<file path="src/common/lcs_pkg.sv">
// constants, field layouts and carrier types of the lcd command and parameter interpreter
// assumes an 8-bit host port with a command/data select line and active-low strobes
package lcs_pkg;

	// command codes taken on a command write
	localparam logic [7:0] CMD_SYS_SETUP = 8'h40;	// system setup, eight parameters
	localparam logic [7:0] CMD_SCROLL    = 8'h44;	// screen block setup, ten parameters
	localparam logic [7:0] CMD_HSHIFT    = 8'h5a;	// horizontal pixel shift, one parameter
	localparam logic [7:0] CMD_OVERLAY   = 8'h5b;	// layer combine, one parameter

	// register offsets in the internal configuration file
	localparam logic [4:0] REG_SYSTEM_CONFIG      = 5'h00;
	localparam logic [4:0] REG_CHAR_WIDTH_DRIVE   = 5'h01;
	localparam logic [4:0] REG_CHAR_HEIGHT_CFG    = 5'h02;
	localparam logic [4:0] REG_LINE_ADDRESS_COUNT = 5'h03;
	localparam logic [4:0] REG_LINE_TOTAL_COUNT   = 5'h04;
	localparam logic [4:0] REG_FRAME_LINE_COUNT   = 5'h05;
	localparam logic [4:0] REG_VIRTUAL_PITCH_LOW  = 5'h06;
	localparam logic [4:0] REG_VIRTUAL_PITCH_HIGH = 5'h07;
	localparam logic [4:0] REG_BLOCK1_START_LOW   = 5'h0b;
	localparam logic [4:0] REG_BLOCK1_START_HIGH  = 5'h0c;
	localparam logic [4:0] REG_BLOCK1_LINE_COUNT  = 5'h0d;
	localparam logic [4:0] REG_BLOCK2_START_LOW   = 5'h0e;
	localparam logic [4:0] REG_BLOCK2_START_HIGH  = 5'h0f;
	localparam logic [4:0] REG_BLOCK2_LINE_COUNT  = 5'h10;
	localparam logic [4:0] REG_BLOCK3_START_LOW   = 5'h11;
	localparam logic [4:0] REG_BLOCK3_START_HIGH  = 5'h12;
	localparam logic [4:0] REG_BLOCK4_START_LOW   = 5'h13;
	localparam logic [4:0] REG_BLOCK4_START_HIGH  = 5'h14;
	localparam logic [4:0] REG_LAYER_OVERLAY_CFG  = 5'h18;
	localparam logic [4:0] REG_PIXEL_HSHIFT       = 5'h1b;

	// parameter counts of each command group
	localparam logic [3:0] SYS_PARAM_COUNT    = 4'h8;
	localparam logic [3:0] SCROLL_PARAM_COUNT = 4'ha;
	localparam logic [3:0] SINGLE_PARAM_COUNT = 4'h1;

	// field positions
	localparam int CFG_ROM_BIT      = 0;
	localparam int CFG_HEIGHT_BIT   = 2;
	localparam int CFG_PANEL_BIT    = 3;
	localparam int CFG_TOPLINE_BIT  = 5;
	localparam int DRIVE_AC_BIT     = 7;
	localparam int OVL_BLOCK1_BIT   = 2;
	localparam int OVL_BLOCK3_BIT   = 3;

	// reset value of every configuration byte
	localparam logic [7:0] REG_RESET = 8'h00;

	// host pins as sampled, idle level of the strobes high
	typedef struct packed {
		logic       cmdDataSelect;	// high marks a command write or a data read
		logic       rdN;			// read strobe, active low
		logic       wrN;			// write strobe, active low
		logic [7:0] data;			// host data bus
	} lcs_host_t;
	localparam lcs_host_t HOST_IDLE = '{cmdDataSelect: 1'b0, rdN: 1'b1, wrN: 1'b1, data: 8'h00};

	// system setup fields, raw and plus-one
	typedef struct packed {
		logic        charRomSelect;
		logic        charHeightMode;
		logic        twoPanelDrive;
		logic        topLineComp;
		logic [3:0]  charCellWidth;
		logic        acDriveMode;
		logic [3:0]  charCellHeight;
		logic [7:0]  lineAddressCount;
		logic [7:0]  lineTotalCount;
		logic [7:0]  frameLineCount;
		logic [15:0] virtualLinePitch;
		logic [4:0]  cellWidthPix;
		logic [4:0]  cellHeightPix;
		logic [8:0]  lineAddrs;
		logic [8:0]  frameLines;
	} lcs_sys_cfg_t;

	// screen block, shift and overlay fields
	typedef struct packed {
		logic [15:0] block1Start;
		logic [7:0]  block1Lines;
		logic [15:0] block2Start;
		logic [7:0]  block2Lines;
		logic [15:0] block3Start;
		logic [15:0] block4Start;
		logic [2:0]  pixelHshift;
		logic [1:0]  combineMethod;
		logic        block1TextSelect;
		logic        block3TextSelect;
	} lcs_scroll_cfg_t;

	// host port sequencing, gray along idle-write-idle and idle-read-idle
	typedef enum logic [1:0] {
		PORT_IDLE  = 2'b00,
		PORT_WRITE = 2'b01,
		PORT_READ  = 2'b10
	} lcs_port_t;

	// command group currently taking parameters
	typedef enum logic [2:0] {
		GRP_NONE    = 3'b000,
		GRP_SYS     = 3'b001,
		GRP_SCROLL  = 3'b011,
		GRP_HSHIFT  = 3'b010,
		GRP_OVERLAY = 3'b110
	} lcs_group_t;

endpackage : lcs_pkg

</file>
<file path="src/lcs_pin_sync.sv">
// three-stage synchroniser for asynchronous host pins
// assumes one clock; output follows once stages two and three agree
module lcs_pin_sync #(
	parameter int               WIDTH     = 11,
	parameter logic [WIDTH-1:0] RESET_VAL = '0
) (
	input  wire logic             mclk,
	input  wire logic             rst,
	input  wire logic             ce,
	input  wire logic [WIDTH-1:0] syncIn,
	output logic      [WIDTH-1:0] syncOut
);

	if (WIDTH < 1)
	begin : g_bad_width
		$error("lcs_pin_sync width must be positive");
	end

	for (genvar b = 0; b < WIDTH; b++)
	begin : g_bit
		logic [2:0] stage;	// stage[0] read only by stage[1]

		// three flops per bit
		always_ff @(posedge mclk or posedge rst)
		begin
			if (rst)
				stage <= {3{RESET_VAL[b]}};
			else if (ce)
				stage <= {stage[1:0], syncIn[b]};
		end

		// accept a level once the two later stages agree
		always_ff @(posedge mclk or posedge rst)
		begin
			if (rst)
				syncOut[b] <= RESET_VAL[b];
			else if (ce && (stage[1] == stage[2]))
				syncOut[b] <= stage[2];
		end
	end

endmodule : lcs_pin_sync

</file>
<file path="src/lcs_reg_file.sv">
// flip-flop configuration file, one byte per entry, written by index
// assumes one writer on the same clock
module lcs_reg_file
	import lcs_pkg::*;
#(
	parameter int DEPTH = 32,
	parameter int WIDTH = 8,
	parameter int IDXW  = $clog2(DEPTH)
) (
	input  wire logic                   mclk,
	input  wire logic                   rst,
	input  wire logic                   ce,
	input  wire logic                   we,
	input  wire logic [IDXW-1:0]        idx,
	input  wire logic [WIDTH-1:0]       wdata,
	output logic      [DEPTH*WIDTH-1:0] regs
);

	if (DEPTH < 2 || WIDTH != 8)
	begin : g_bad_shape
		$error("lcs_reg_file needs byte entries and depth above one");
	end

	for (genvar e = 0; e < DEPTH; e++)
	begin : g_entry
		// one byte, loaded when its index is written
		always_ff @(posedge mclk or posedge rst)
		begin
			if (rst)
				regs[e*WIDTH +: WIDTH] <= REG_RESET;
			else if (ce && we && (idx == IDXW'(e)))
				regs[e*WIDTH +: WIDTH] <= wdata;
		end
	end

endmodule : lcs_reg_file

</file>
<file path="src/lcs_cmd_param.sv">
// command and parameter interpreter of the lcd controller host port
// assumes asynchronous host pins and a display-read source on mclk
module lcs_cmd_param
	import lcs_pkg::*;
#(
	parameter int REG_DEPTH = 32
) (
	input  wire logic                  mclk,
	input  wire logic                  rst,
	input  wire logic                  ce,
	input  wire logic                  cmdDataSelect,
	input  wire logic                  hostRdN,
	input  wire logic                  hostWrN,
	input  wire logic [7:0]            hostDataIn,
	output logic      [7:0]            hostDataOut,
	output logic                       hostDataOeN,
	input  wire logic [7:0]            displayReadData,
	output logic      [7:0]            activeCmd,
	output lcs_pkg::lcs_sys_cfg_t      sysCfg,
	output lcs_pkg::lcs_scroll_cfg_t   scrollCfg
);
	import lcs_pkg::*;

	localparam int IDXW = $clog2(REG_DEPTH);

	// the file must hold the highest offset
	if (REG_DEPTH <= int'(REG_PIXEL_HSHIFT) || REG_DEPTH > 256)
	begin : g_bad_depth
		$error("lcs_cmd_param register depth cannot hold the map");
	end

	lcs_host_t                  rawPins;		// pins as they arrive
	lcs_host_t                  syncPins;		// pins after agreement
	lcs_port_t                  portState;		// host strobe tracker
	lcs_port_t                  next_portState;
	logic                       hostWrite;		// one cycle per write strobe
	lcs_group_t                 curGroup;		// group taking parameters
	logic [3:0]                 paramIndex;		// next parameter position
	logic                       regWe;			// parameter store strobe
	logic [IDXW-1:0]            regIdx;			// store target
	logic [REG_DEPTH*8-1:0]     regs;			// whole file, flat
	logic [7:0]                 regByte [REG_DEPTH];	// file seen as bytes, so fields can be sliced

	assign rawPins = '{cmdDataSelect: cmdDataSelect, rdN: hostRdN, wrN: hostWrN, data: hostDataIn};

	// group to its first register
	function automatic logic [4:0] groupBase(input lcs_group_t g);
		case (g)
			GRP_SYS:     groupBase = REG_SYSTEM_CONFIG;
			GRP_SCROLL:  groupBase = REG_BLOCK1_START_LOW;
			GRP_HSHIFT:  groupBase = REG_PIXEL_HSHIFT;
			GRP_OVERLAY: groupBase = REG_LAYER_OVERLAY_CFG;
			default:     groupBase = 5'h00;
		endcase
	endfunction : groupBase

	// group to its parameter count
	function automatic logic [3:0] groupCount(input lcs_group_t g);
		case (g)
			GRP_SYS:     groupCount = SYS_PARAM_COUNT;
			GRP_SCROLL:  groupCount = SCROLL_PARAM_COUNT;
			GRP_HSHIFT:  groupCount = SINGLE_PARAM_COUNT;
			GRP_OVERLAY: groupCount = SINGLE_PARAM_COUNT;
			default:     groupCount = 4'h0;
		endcase
	endfunction : groupCount

	// byte view of the flat file; a function result cannot take a bit select
	for (genvar e = 0; e < REG_DEPTH; e++)
	begin : g_byte
		assign regByte[e] = regs[e*8 +: 8];
	end

	// all host pins cross through three flops
	lcs_pin_sync #(
		.WIDTH     ($bits(lcs_host_t)),
		.RESET_VAL (HOST_IDLE)
	) u_sync (
		.mclk    (mclk),
		.rst     (rst),
		.ce      (ce),
		.syncIn  (rawPins),
		.syncOut (syncPins)
	);

	// strobe tracking, write wins if both strobes fall together
	always_comb
	begin
		next_portState = portState;
		case (portState)
			PORT_IDLE:
			begin
				if (!syncPins.wrN)
					next_portState = PORT_WRITE;
				else if (!syncPins.rdN)
					next_portState = PORT_READ;
			end
			PORT_WRITE:
			begin
				if (syncPins.wrN)
					next_portState = PORT_IDLE;
			end
			PORT_READ:
			begin
				if (syncPins.rdN)
					next_portState = PORT_IDLE;
			end
			default:
				next_portState = PORT_IDLE;
		endcase
	end

	// strobe state register
	always_ff @(posedge mclk or posedge rst)
	begin
		if (rst)
			portState <= PORT_IDLE;
		else if (ce)
			portState <= next_portState;
	end

	// a write is taken once, at the falling strobe
	assign hostWrite = (portState == PORT_IDLE) && !syncPins.wrN;

	// command decode, select high marks a command byte
	always_ff @(posedge mclk or posedge rst)
	begin
		if (rst)
		begin
			curGroup  <= GRP_NONE;
			activeCmd <= 8'h00;
		end
		else if (ce && hostWrite && syncPins.cmdDataSelect)
		begin
			activeCmd <= syncPins.data;
			case (syncPins.data)
				CMD_SYS_SETUP: curGroup <= GRP_SYS;
				CMD_SCROLL:    curGroup <= GRP_SCROLL;
				CMD_HSHIFT:    curGroup <= GRP_HSHIFT;
				CMD_OVERLAY:   curGroup <= GRP_OVERLAY;
				default:       curGroup <= GRP_NONE;	// other commands, not ours
			endcase
		end
	end

	// parameter position, restarts at each command
	always_ff @(posedge mclk or posedge rst)
	begin
		if (rst)
			paramIndex <= 4'h0;
		else if (ce && hostWrite)
		begin
			if (syncPins.cmdDataSelect)
				paramIndex <= 4'h0;
			else if (regWe)
				paramIndex <= paramIndex + 4'h1;
		end
	end

	// store strobe; surplus bytes are dropped
	always_comb
	begin
		regWe  = ce && hostWrite && !syncPins.cmdDataSelect
			&& (curGroup != GRP_NONE) && (paramIndex < groupCount(curGroup));
		regIdx = IDXW'(groupBase(curGroup) + 5'(paramIndex));
	end

	// configuration bytes
	lcs_reg_file #(
		.DEPTH (REG_DEPTH),
		.WIDTH (8)
	) u_regs (
		.mclk  (mclk),
		.rst   (rst),
		.ce    (ce),
		.we    (regWe),
		.idx   (regIdx),
		.wdata (syncPins.data),
		.regs  (regs)
	);

	// system setup fields, plus-one counts beside the raw fields
	always_ff @(posedge mclk or posedge rst)
	begin
		if (rst)
			sysCfg <= '0;
		else if (ce)
		begin
			sysCfg.charRomSelect    <= regByte[REG_SYSTEM_CONFIG][CFG_ROM_BIT];
			sysCfg.charHeightMode   <= regByte[REG_SYSTEM_CONFIG][CFG_HEIGHT_BIT];
			sysCfg.twoPanelDrive    <= regByte[REG_SYSTEM_CONFIG][CFG_PANEL_BIT];
			sysCfg.topLineComp      <= regByte[REG_SYSTEM_CONFIG][CFG_TOPLINE_BIT];
			sysCfg.charCellWidth    <= regByte[REG_CHAR_WIDTH_DRIVE][3:0];
			sysCfg.acDriveMode      <= regByte[REG_CHAR_WIDTH_DRIVE][DRIVE_AC_BIT];
			sysCfg.charCellHeight   <= regByte[REG_CHAR_HEIGHT_CFG][3:0];
			sysCfg.lineAddressCount <= regByte[REG_LINE_ADDRESS_COUNT];
			sysCfg.lineTotalCount   <= regByte[REG_LINE_TOTAL_COUNT];
			sysCfg.frameLineCount   <= regByte[REG_FRAME_LINE_COUNT];
			sysCfg.virtualLinePitch <= {regByte[REG_VIRTUAL_PITCH_HIGH],
				regByte[REG_VIRTUAL_PITCH_LOW]};
			// bracketed quantities
			sysCfg.cellWidthPix     <= {1'b0, regByte[REG_CHAR_WIDTH_DRIVE][3:0]} + 5'h01;
			sysCfg.cellHeightPix    <= {1'b0, regByte[REG_CHAR_HEIGHT_CFG][3:0]} + 5'h01;
			sysCfg.lineAddrs        <= {1'b0, regByte[REG_LINE_ADDRESS_COUNT]} + 9'h001;
			sysCfg.frameLines       <= {1'b0, regByte[REG_FRAME_LINE_COUNT]} + 9'h001;
		end
	end

	// screen blocks, pixel shift and overlay fields
	always_ff @(posedge mclk or posedge rst)
	begin
		if (rst)
			scrollCfg <= '0;
		else if (ce)
		begin
			scrollCfg.block1Start      <= {regByte[REG_BLOCK1_START_HIGH],
				regByte[REG_BLOCK1_START_LOW]};
			scrollCfg.block1Lines      <= regByte[REG_BLOCK1_LINE_COUNT];
			scrollCfg.block2Start      <= {regByte[REG_BLOCK2_START_HIGH],
				regByte[REG_BLOCK2_START_LOW]};
			scrollCfg.block2Lines      <= regByte[REG_BLOCK2_LINE_COUNT];
			scrollCfg.block3Start      <= {regByte[REG_BLOCK3_START_HIGH],
				regByte[REG_BLOCK3_START_LOW]};
			scrollCfg.block4Start      <= {regByte[REG_BLOCK4_START_HIGH],
				regByte[REG_BLOCK4_START_LOW]};
			scrollCfg.pixelHshift      <= regByte[REG_PIXEL_HSHIFT][2:0];
			scrollCfg.combineMethod    <= regByte[REG_LAYER_OVERLAY_CFG][1:0];
			scrollCfg.block1TextSelect <= regByte[REG_LAYER_OVERLAY_CFG][OVL_BLOCK1_BIT];
			scrollCfg.block3TextSelect <= regByte[REG_LAYER_OVERLAY_CFG][OVL_BLOCK3_BIT];
		end
	end

	// read path: select high returns display data; oe low while driving
	always_ff @(posedge mclk or posedge rst)
	begin
		if (rst)
		begin
			hostDataOut <= 8'h00;
			hostDataOeN <= 1'b1;
		end
		else if (ce)
		begin
			if (next_portState == PORT_READ && syncPins.cmdDataSelect)
			begin
				hostDataOut <= displayReadData;
				hostDataOeN <= 1'b0;
			end
			else
				hostDataOeN <= 1'b1;	// release bus
		end
	end
endmodule : lcs_cmd_param

</file>
<file path="config.mk">
export PLATFORM = sky130hd
export DESIGN_NAME = lcs_cmd_param
export DESIGN_NICKNAME = d
export VERILOG_FILES = /design/src/common/lcs_pkg.sv /design/src/lcs_pin_sync.sv /design/src/lcs_reg_file.sv /design/src/lcs_cmd_param.sv
export SDC_FILE = /design/constraint.sdc
export NUM_CORES = 1
export LEC_CHECK = 0
export BUFFER_PORTS_ARGS = -buffer_cell sky130_fd_sc_hd__buf_2
export CAP_MARGIN = 40
export CELL_PAD_IN_SITES_DETAIL_PLACEMENT = 2
export CELL_PAD_IN_SITES_GLOBAL_PLACEMENT = 2
export CORE_MARGIN = 2
export CORE_UTILIZATION = 44
export CTS_CLUSTER_DIAMETER = 30
export DETAILED_ROUTE_END_ITERATION = 7
export PLACE_DENSITY = 0.9
export SYNTH_ARGS = -nofsm -noshare
export SYNTH_HDL_FRONTEND = slang
export SYNTH_SLANG_ARGS = --single-unit
</file>
<file path="constraint.sdc">
create_clock -name mclk -period 25.3 [get_ports mclk]
set_clock_uncertainty 0.1 [all_clocks]
set_input_delay 2.53 -clock mclk [delete_from_list [all_inputs] [get_ports mclk]]
set_output_delay 2.53 -clock mclk [all_outputs]
set_load 0.05 [all_outputs]
</file>
## After elaboration in Yosys (flattened, before gate mapping)

Cells that the tools add are included.

| storage, ports and cells | value |
|---|---|
| output and inout port bits | 185 |
| input port bits | 22 |
| flip-flop bits (word level) | 383 |
| logic and storage cells | 180 |

| cells by class | value |
|---|---|
| order comparisons | 1 |
| eq/ne operators | 41 |
| reductions and logical operators | 48 |
| add/subtract/negate cells | 6 |
| muxes and demuxes | 11 |

Operator list:

| operator | count |
|---|---|
| $logic_and 1x1->1 | 39 |
| $eq 5x5->1 const B | 7 |
| $eq 8x7->1 const B | 4 |
| $eq 5x4->1 const B | 5 |
| $eq 5x3->1 const B | 4 |
| $add 8x1->9 const B | 2 |
| $pmux 5 s3 | 1 |
| $pmux 3 s4 | 1 |
| $pmux 4 s3 | 1 |
| $eq 1x1->1 | 11 |
| $add 4x1->5 const B | 2 |
| $eq 5x2->1 const B | 2 |
| $mux 2 | 4 |
| $mux 4 | 2 |
| $eq 3x2->1 const B | 2 |
| $pmux 2 s3 | 1 |
| $add 5x4->5 | 1 |
| $eq 5x1->1 const B | 1 |
| $logic_not 5->1 | 1 |
| $add 4x1->4 const B | 1 |
| $eq 2x2->1 const B | 2 |
| $lt 4x4->1 | 1 |
| $reduce_and 2->1 | 2 |
| $eq 3x1->1 const B | 1 |
| 8 further kinds | 9 |

## Depth between registers and ports, before layout

| logic depth | value |
|---|---|
| word-level depth | 8 |
| mapped depth | 10 |

## Cells and area by module

A second synthesis with hierarchy kept.

| unflattened totals | value |
|---|---|
| cell total of the unflattened synthesis | 1,267 |
| area, all modules | 19,414.9 um2 |

Modules (own cells, without submodules):

| module | area each (um2) | times used | cells an instance |
|---|---|---|---|
| lcs_reg_file | 9,859.5 | 1 | 600 |
| lcs_cmd_param | 7,747.4 | 1 | 550 |
| lcs_pin_sync | 1,808.0 | 1 | 117 |

## Least setup slack after synthesis

OpenSTA, ideal clock, no wires.

| timing | value |
|---|---|
| path type | input to register |
| start | in ce |
| end | reg u_regs.regs[160] |
| data arrival time | 4,098 ps |
| setup time | 125 ps |
| slack | 20,977 ps |
| stages on the path | 6 |
| buffers on the path | 1 |
| cells stage by stage | nor2b_1 > o311a_2 > nand2_4 > buf_6 > nor4_4 > mux2_2 |

| on the way | value |
|---|---|
| cells in the longest elaborated chain, start to end | 6 |

Ends and longest elaborated chain:

| element | line | source |
|---|---|---|
| start, declared | lcs_cmd_param.sv:10 | `input wire logic ce,` |
| $logic_and 1x1->1 (2 in series) | lcs_cmd_param.sv:163 | `regWe = ce && hostWrite && !syncPins.cmdDataSelect` |
| $logic_and 1x1->1 (2 in series) | lcs_cmd_param.sv:164 | `&& (curGroup != GRP_NONE) && (paramIndex < groupCount(curGroup));` |
| $logic_and 1x1->1 * (2 in series) | lcs_reg_file.sv:31 | `else if (ce && we && (idx == IDXW'(e)))` |
| end signal, assigned by index | lcs_reg_file.sv:32 | `regs[e*WIDTH +: WIDTH] <= wdata;` |
| end, declared | lcs_reg_file.sv:16 | `output logic [DEPTH*WIDTH-1:0] regs` |

Every way passes the cells marked *; elsewhere a longest branch is shown, timed or not.
A chain may end at the register's enable or synchronous reset.

## Worst setup path in the final report

| timing | value |
|---|---|
| start | in ce |
| end | reg u_regs.regs[103] |

The elaborated chain is that of the path after synthesis.

==> run metrics <==
P_int=1.42 mW; CTS tree=done; final hold slack=0.392 ns; Yosys reg bits=378; Reg2Reg Setup Slack=21.06 ns; final net count=1,301; Setup Buffers After CTS=0; most frequent cells in the layout=dfrtp_1, mux2_2, buf_2; Layout area overhead=30.7%; dpl hpwl=27,800 um; layout cell share with drive strength beyond 1=0.554; commonest non-fill, non-tap cell in the layout=dfrtp_1; n_diodes=0; Std-Cell Rows=67; Setup crit start=ce; Post-DP Area=16,700 um^2; syn_nets=1,038; Initial Utilization=0.448; min-delay src=activeCmd[6]; die area=35,600 um^2; GP Congestion=0.756; CTS Hold Buffers Added=0; Max Clk Rate=200 MHz; ys flop type=dfrtp_1; initial antenna violation count=0; CORE AREA=33,500 um^2; clock share of power=0.563; Tightest Hold Check Type=flop to flop; Crit. End Element=flop; post-CTS resize count=0; clock sink count=378; RR Endpoint=u_regs.regs[18]; Cells after Synth=1,005; Reg2Reg Depth=8; Ports=207; Seq pwr share=0.334; critical path depth=7; drt via density=5.50; Worst-path clk slew=0.05 ns; Final ANT Viol Nets=0; depth of the CTS H-tree=3; Synth warnings=0; global-route wire length before repair=82,200 um; routed wire length=53,800 um; clk buf depth=3; # Max-Cap Violations=0; Sw Share=0.292; RSZ-0062 raised after global routing=no; Skew-Pair Late Insertion Delay=0.60 ns; worst-path cell chain=buf_8, nor2b_1, o311a_2, nand2_4, nor4bb_2, clkbuf_2, mux2_2; status=finished, final reports clean; setup TNS=0 ns; Hold Violations, Final=0; die height=189 um; Async SR Flop Fraction=1.00; CP max FO=109; net load switching power=586 uW; max_slew headroom=0.390; initial DRC count=512; sequential share of the synthesized area=0.631; Synth cell types=52; clock buffer count from CTS=85; Setup Viol. Count Final=0; final worst slack=20.31 ns; port bufs=206; VDD IR max=0.0863 mV; Setup Crit Path Kind=input pin to flop; gr usage total=0.315; Setup crit start kind=input pin; combinational power share=0.103; Leak=10.2 nW; DR DRC count=0; r2r startpoint=curGroup[1]; Crit-path slowest cell=nor4bb_2; synthesized area=15,000 um^2; GRT overflow=0; vias in the first global route=11,926; CP Data Arrival Time=5.36 ns; pre-CTS worst setup slack=19.73 ns; PD cells=102 nW/um^2; Syn Area/Cell=14.9 um^2; CP endpoint=u_regs.regs[103]; Worst Tran Pin Value=0.914 ns; Initial DRT Pass Iterations=4; count of flip-flops with a built-in enable after synthesis=0; fin area=19,600 um^2; Buf+Inv Stages, Crit Path=2; CP max stage delay=0.65 ns; minimum clock period=4.99 ns; Die X=189 um; crit share post-route=0.197; WL/cell=30.2 um; CTS Root Cell=clkbuf_16; largest delay contributor family on the critical path=simple AND/OR/NAND/NOR gates; CP Data Required Time=25.67 ns; max-slew violations=0; Via Count=9,811; largest net degree at the start of global routing=125
cells in the mapped netlist, types with 6 or more instances:
library cell | instances | area, um^2
dfrtp_1 | 369 | 9230
nand2_1 | 26 | 97.6
clkbuf_1 | 43 | 161
a21oi_1 | 40 | 200
nor4_4 | 6 | 128
mux2_2 | 324 | 3650
dfstp_2 | 9 | 236
xor2_1 | 12 | 105
nand2b_1 | 15 | 93.8
nand3_1 | 15 | 75.1
ha_1 | 10 | 125
nor2_1 | 37 | 139
o21ai_0 | 7 | 35.0
nor3_1 | 6 | 30.0
xnor2_1 | 8 | 70.1
inv_1 | 13 | 48.8
registers in the layout, indices dropped and copies added (netlist names):
register and flops:
u_sync.syncOut 11, scrollCfg 87, u_regs.regs 140, activeCmd 8, u_sync.g_bit.stage 33, paramIndex 4, sysCfg 81, curGroup 3
hostDataOut 8, portState 2, hostDataOeN 1
metal layers:
layer / vias to the layer above / track usage / wire (um)
met1: 5229 / 0.354 / 20000
li1: 4089 / - / -
met5: - / 0 / 0
met2: 382 / 0.575 / 29100
met3: 111 / 0.0711 / 2990
met4: 0 / 0.131 / 1730
how the worst min path moves through the flow:
| stage | to | slack (ns) | cells after the start |
|---|---|---|---|
| after floorplan | u_regs.regs[167] | 0.35 | 1 |
| after global placement | activeCmd[7] | 0.35 | 2 |
| after detailed placement | activeCmd[4] | 0.38 | 2 |
| after CTS | activeCmd[6] | 0.40 | 2 |
| after global routing | scrollCfg[34] | 0.42 | 1 |
| final | activeCmd[6] | 0.39 | 2 |
tightest hold or removal path: stages (launching register included):
cell	delay [ns]
dfrtp_1	0.35
nand2_1	0.05
nand2_1	0.06
per-stage QoR:
| step | power (mW) | std cells | utilization |
|---|---|---|---|
| after floorplan | 0.788 | 1005 | - |
| after global placement | 0.845 | 1617 | 0.492 |
| after detailed placement | 0.872 | 1628 | 0.499 |
| after CTS | 2.02 | 1782 | 0.585 |
| after global routing | 2.06 | 1783 | 0.585 |
| final | 2.01 | 1783 | 0.585 |
cell type report:
type	instances	area, um^2
Clock buffer	96	2250
Clock inverter	58	626
Multi-Input combinational cell	561	5300
Timing Repair Buffer	229	1370
Fill cell	2940	13900
Inverter	13	56.3
Tap cell	448	561
Sequential cell	378	9470
logic make-up (layout without fill, tap and decap cells):
group / Yosys count / count (layout) / share of synthesized area
buffers and inverters: 66 / 396 / 0.0178
AND/OR/NAND/NOR: 139 / 139 / 0.0586
multiplexers: 330 / 330 / 0.247
flip-flops: 378 / 378 / 0.631
adder cells (fa/ha/maj): 11 / 11 / 0.00966
AO/OA/AOI/OAI: 61 / 61 / 0.0246
XOR/XNOR: 20 / 20 / 0.0117
power groups by stage:
stage	clock network [mW]	registers, mW	logic [mW]
after global placement	0	0.678	0.167
after floorplan	0	0.702	0.0861
final	1.13	0.670	0.208
after detailed placement	0	0.675	0.197
after CTS	1.14	0.669	0.208
after global routing	1.17	0.673	0.217
Power figures use the tool's default switching activity.
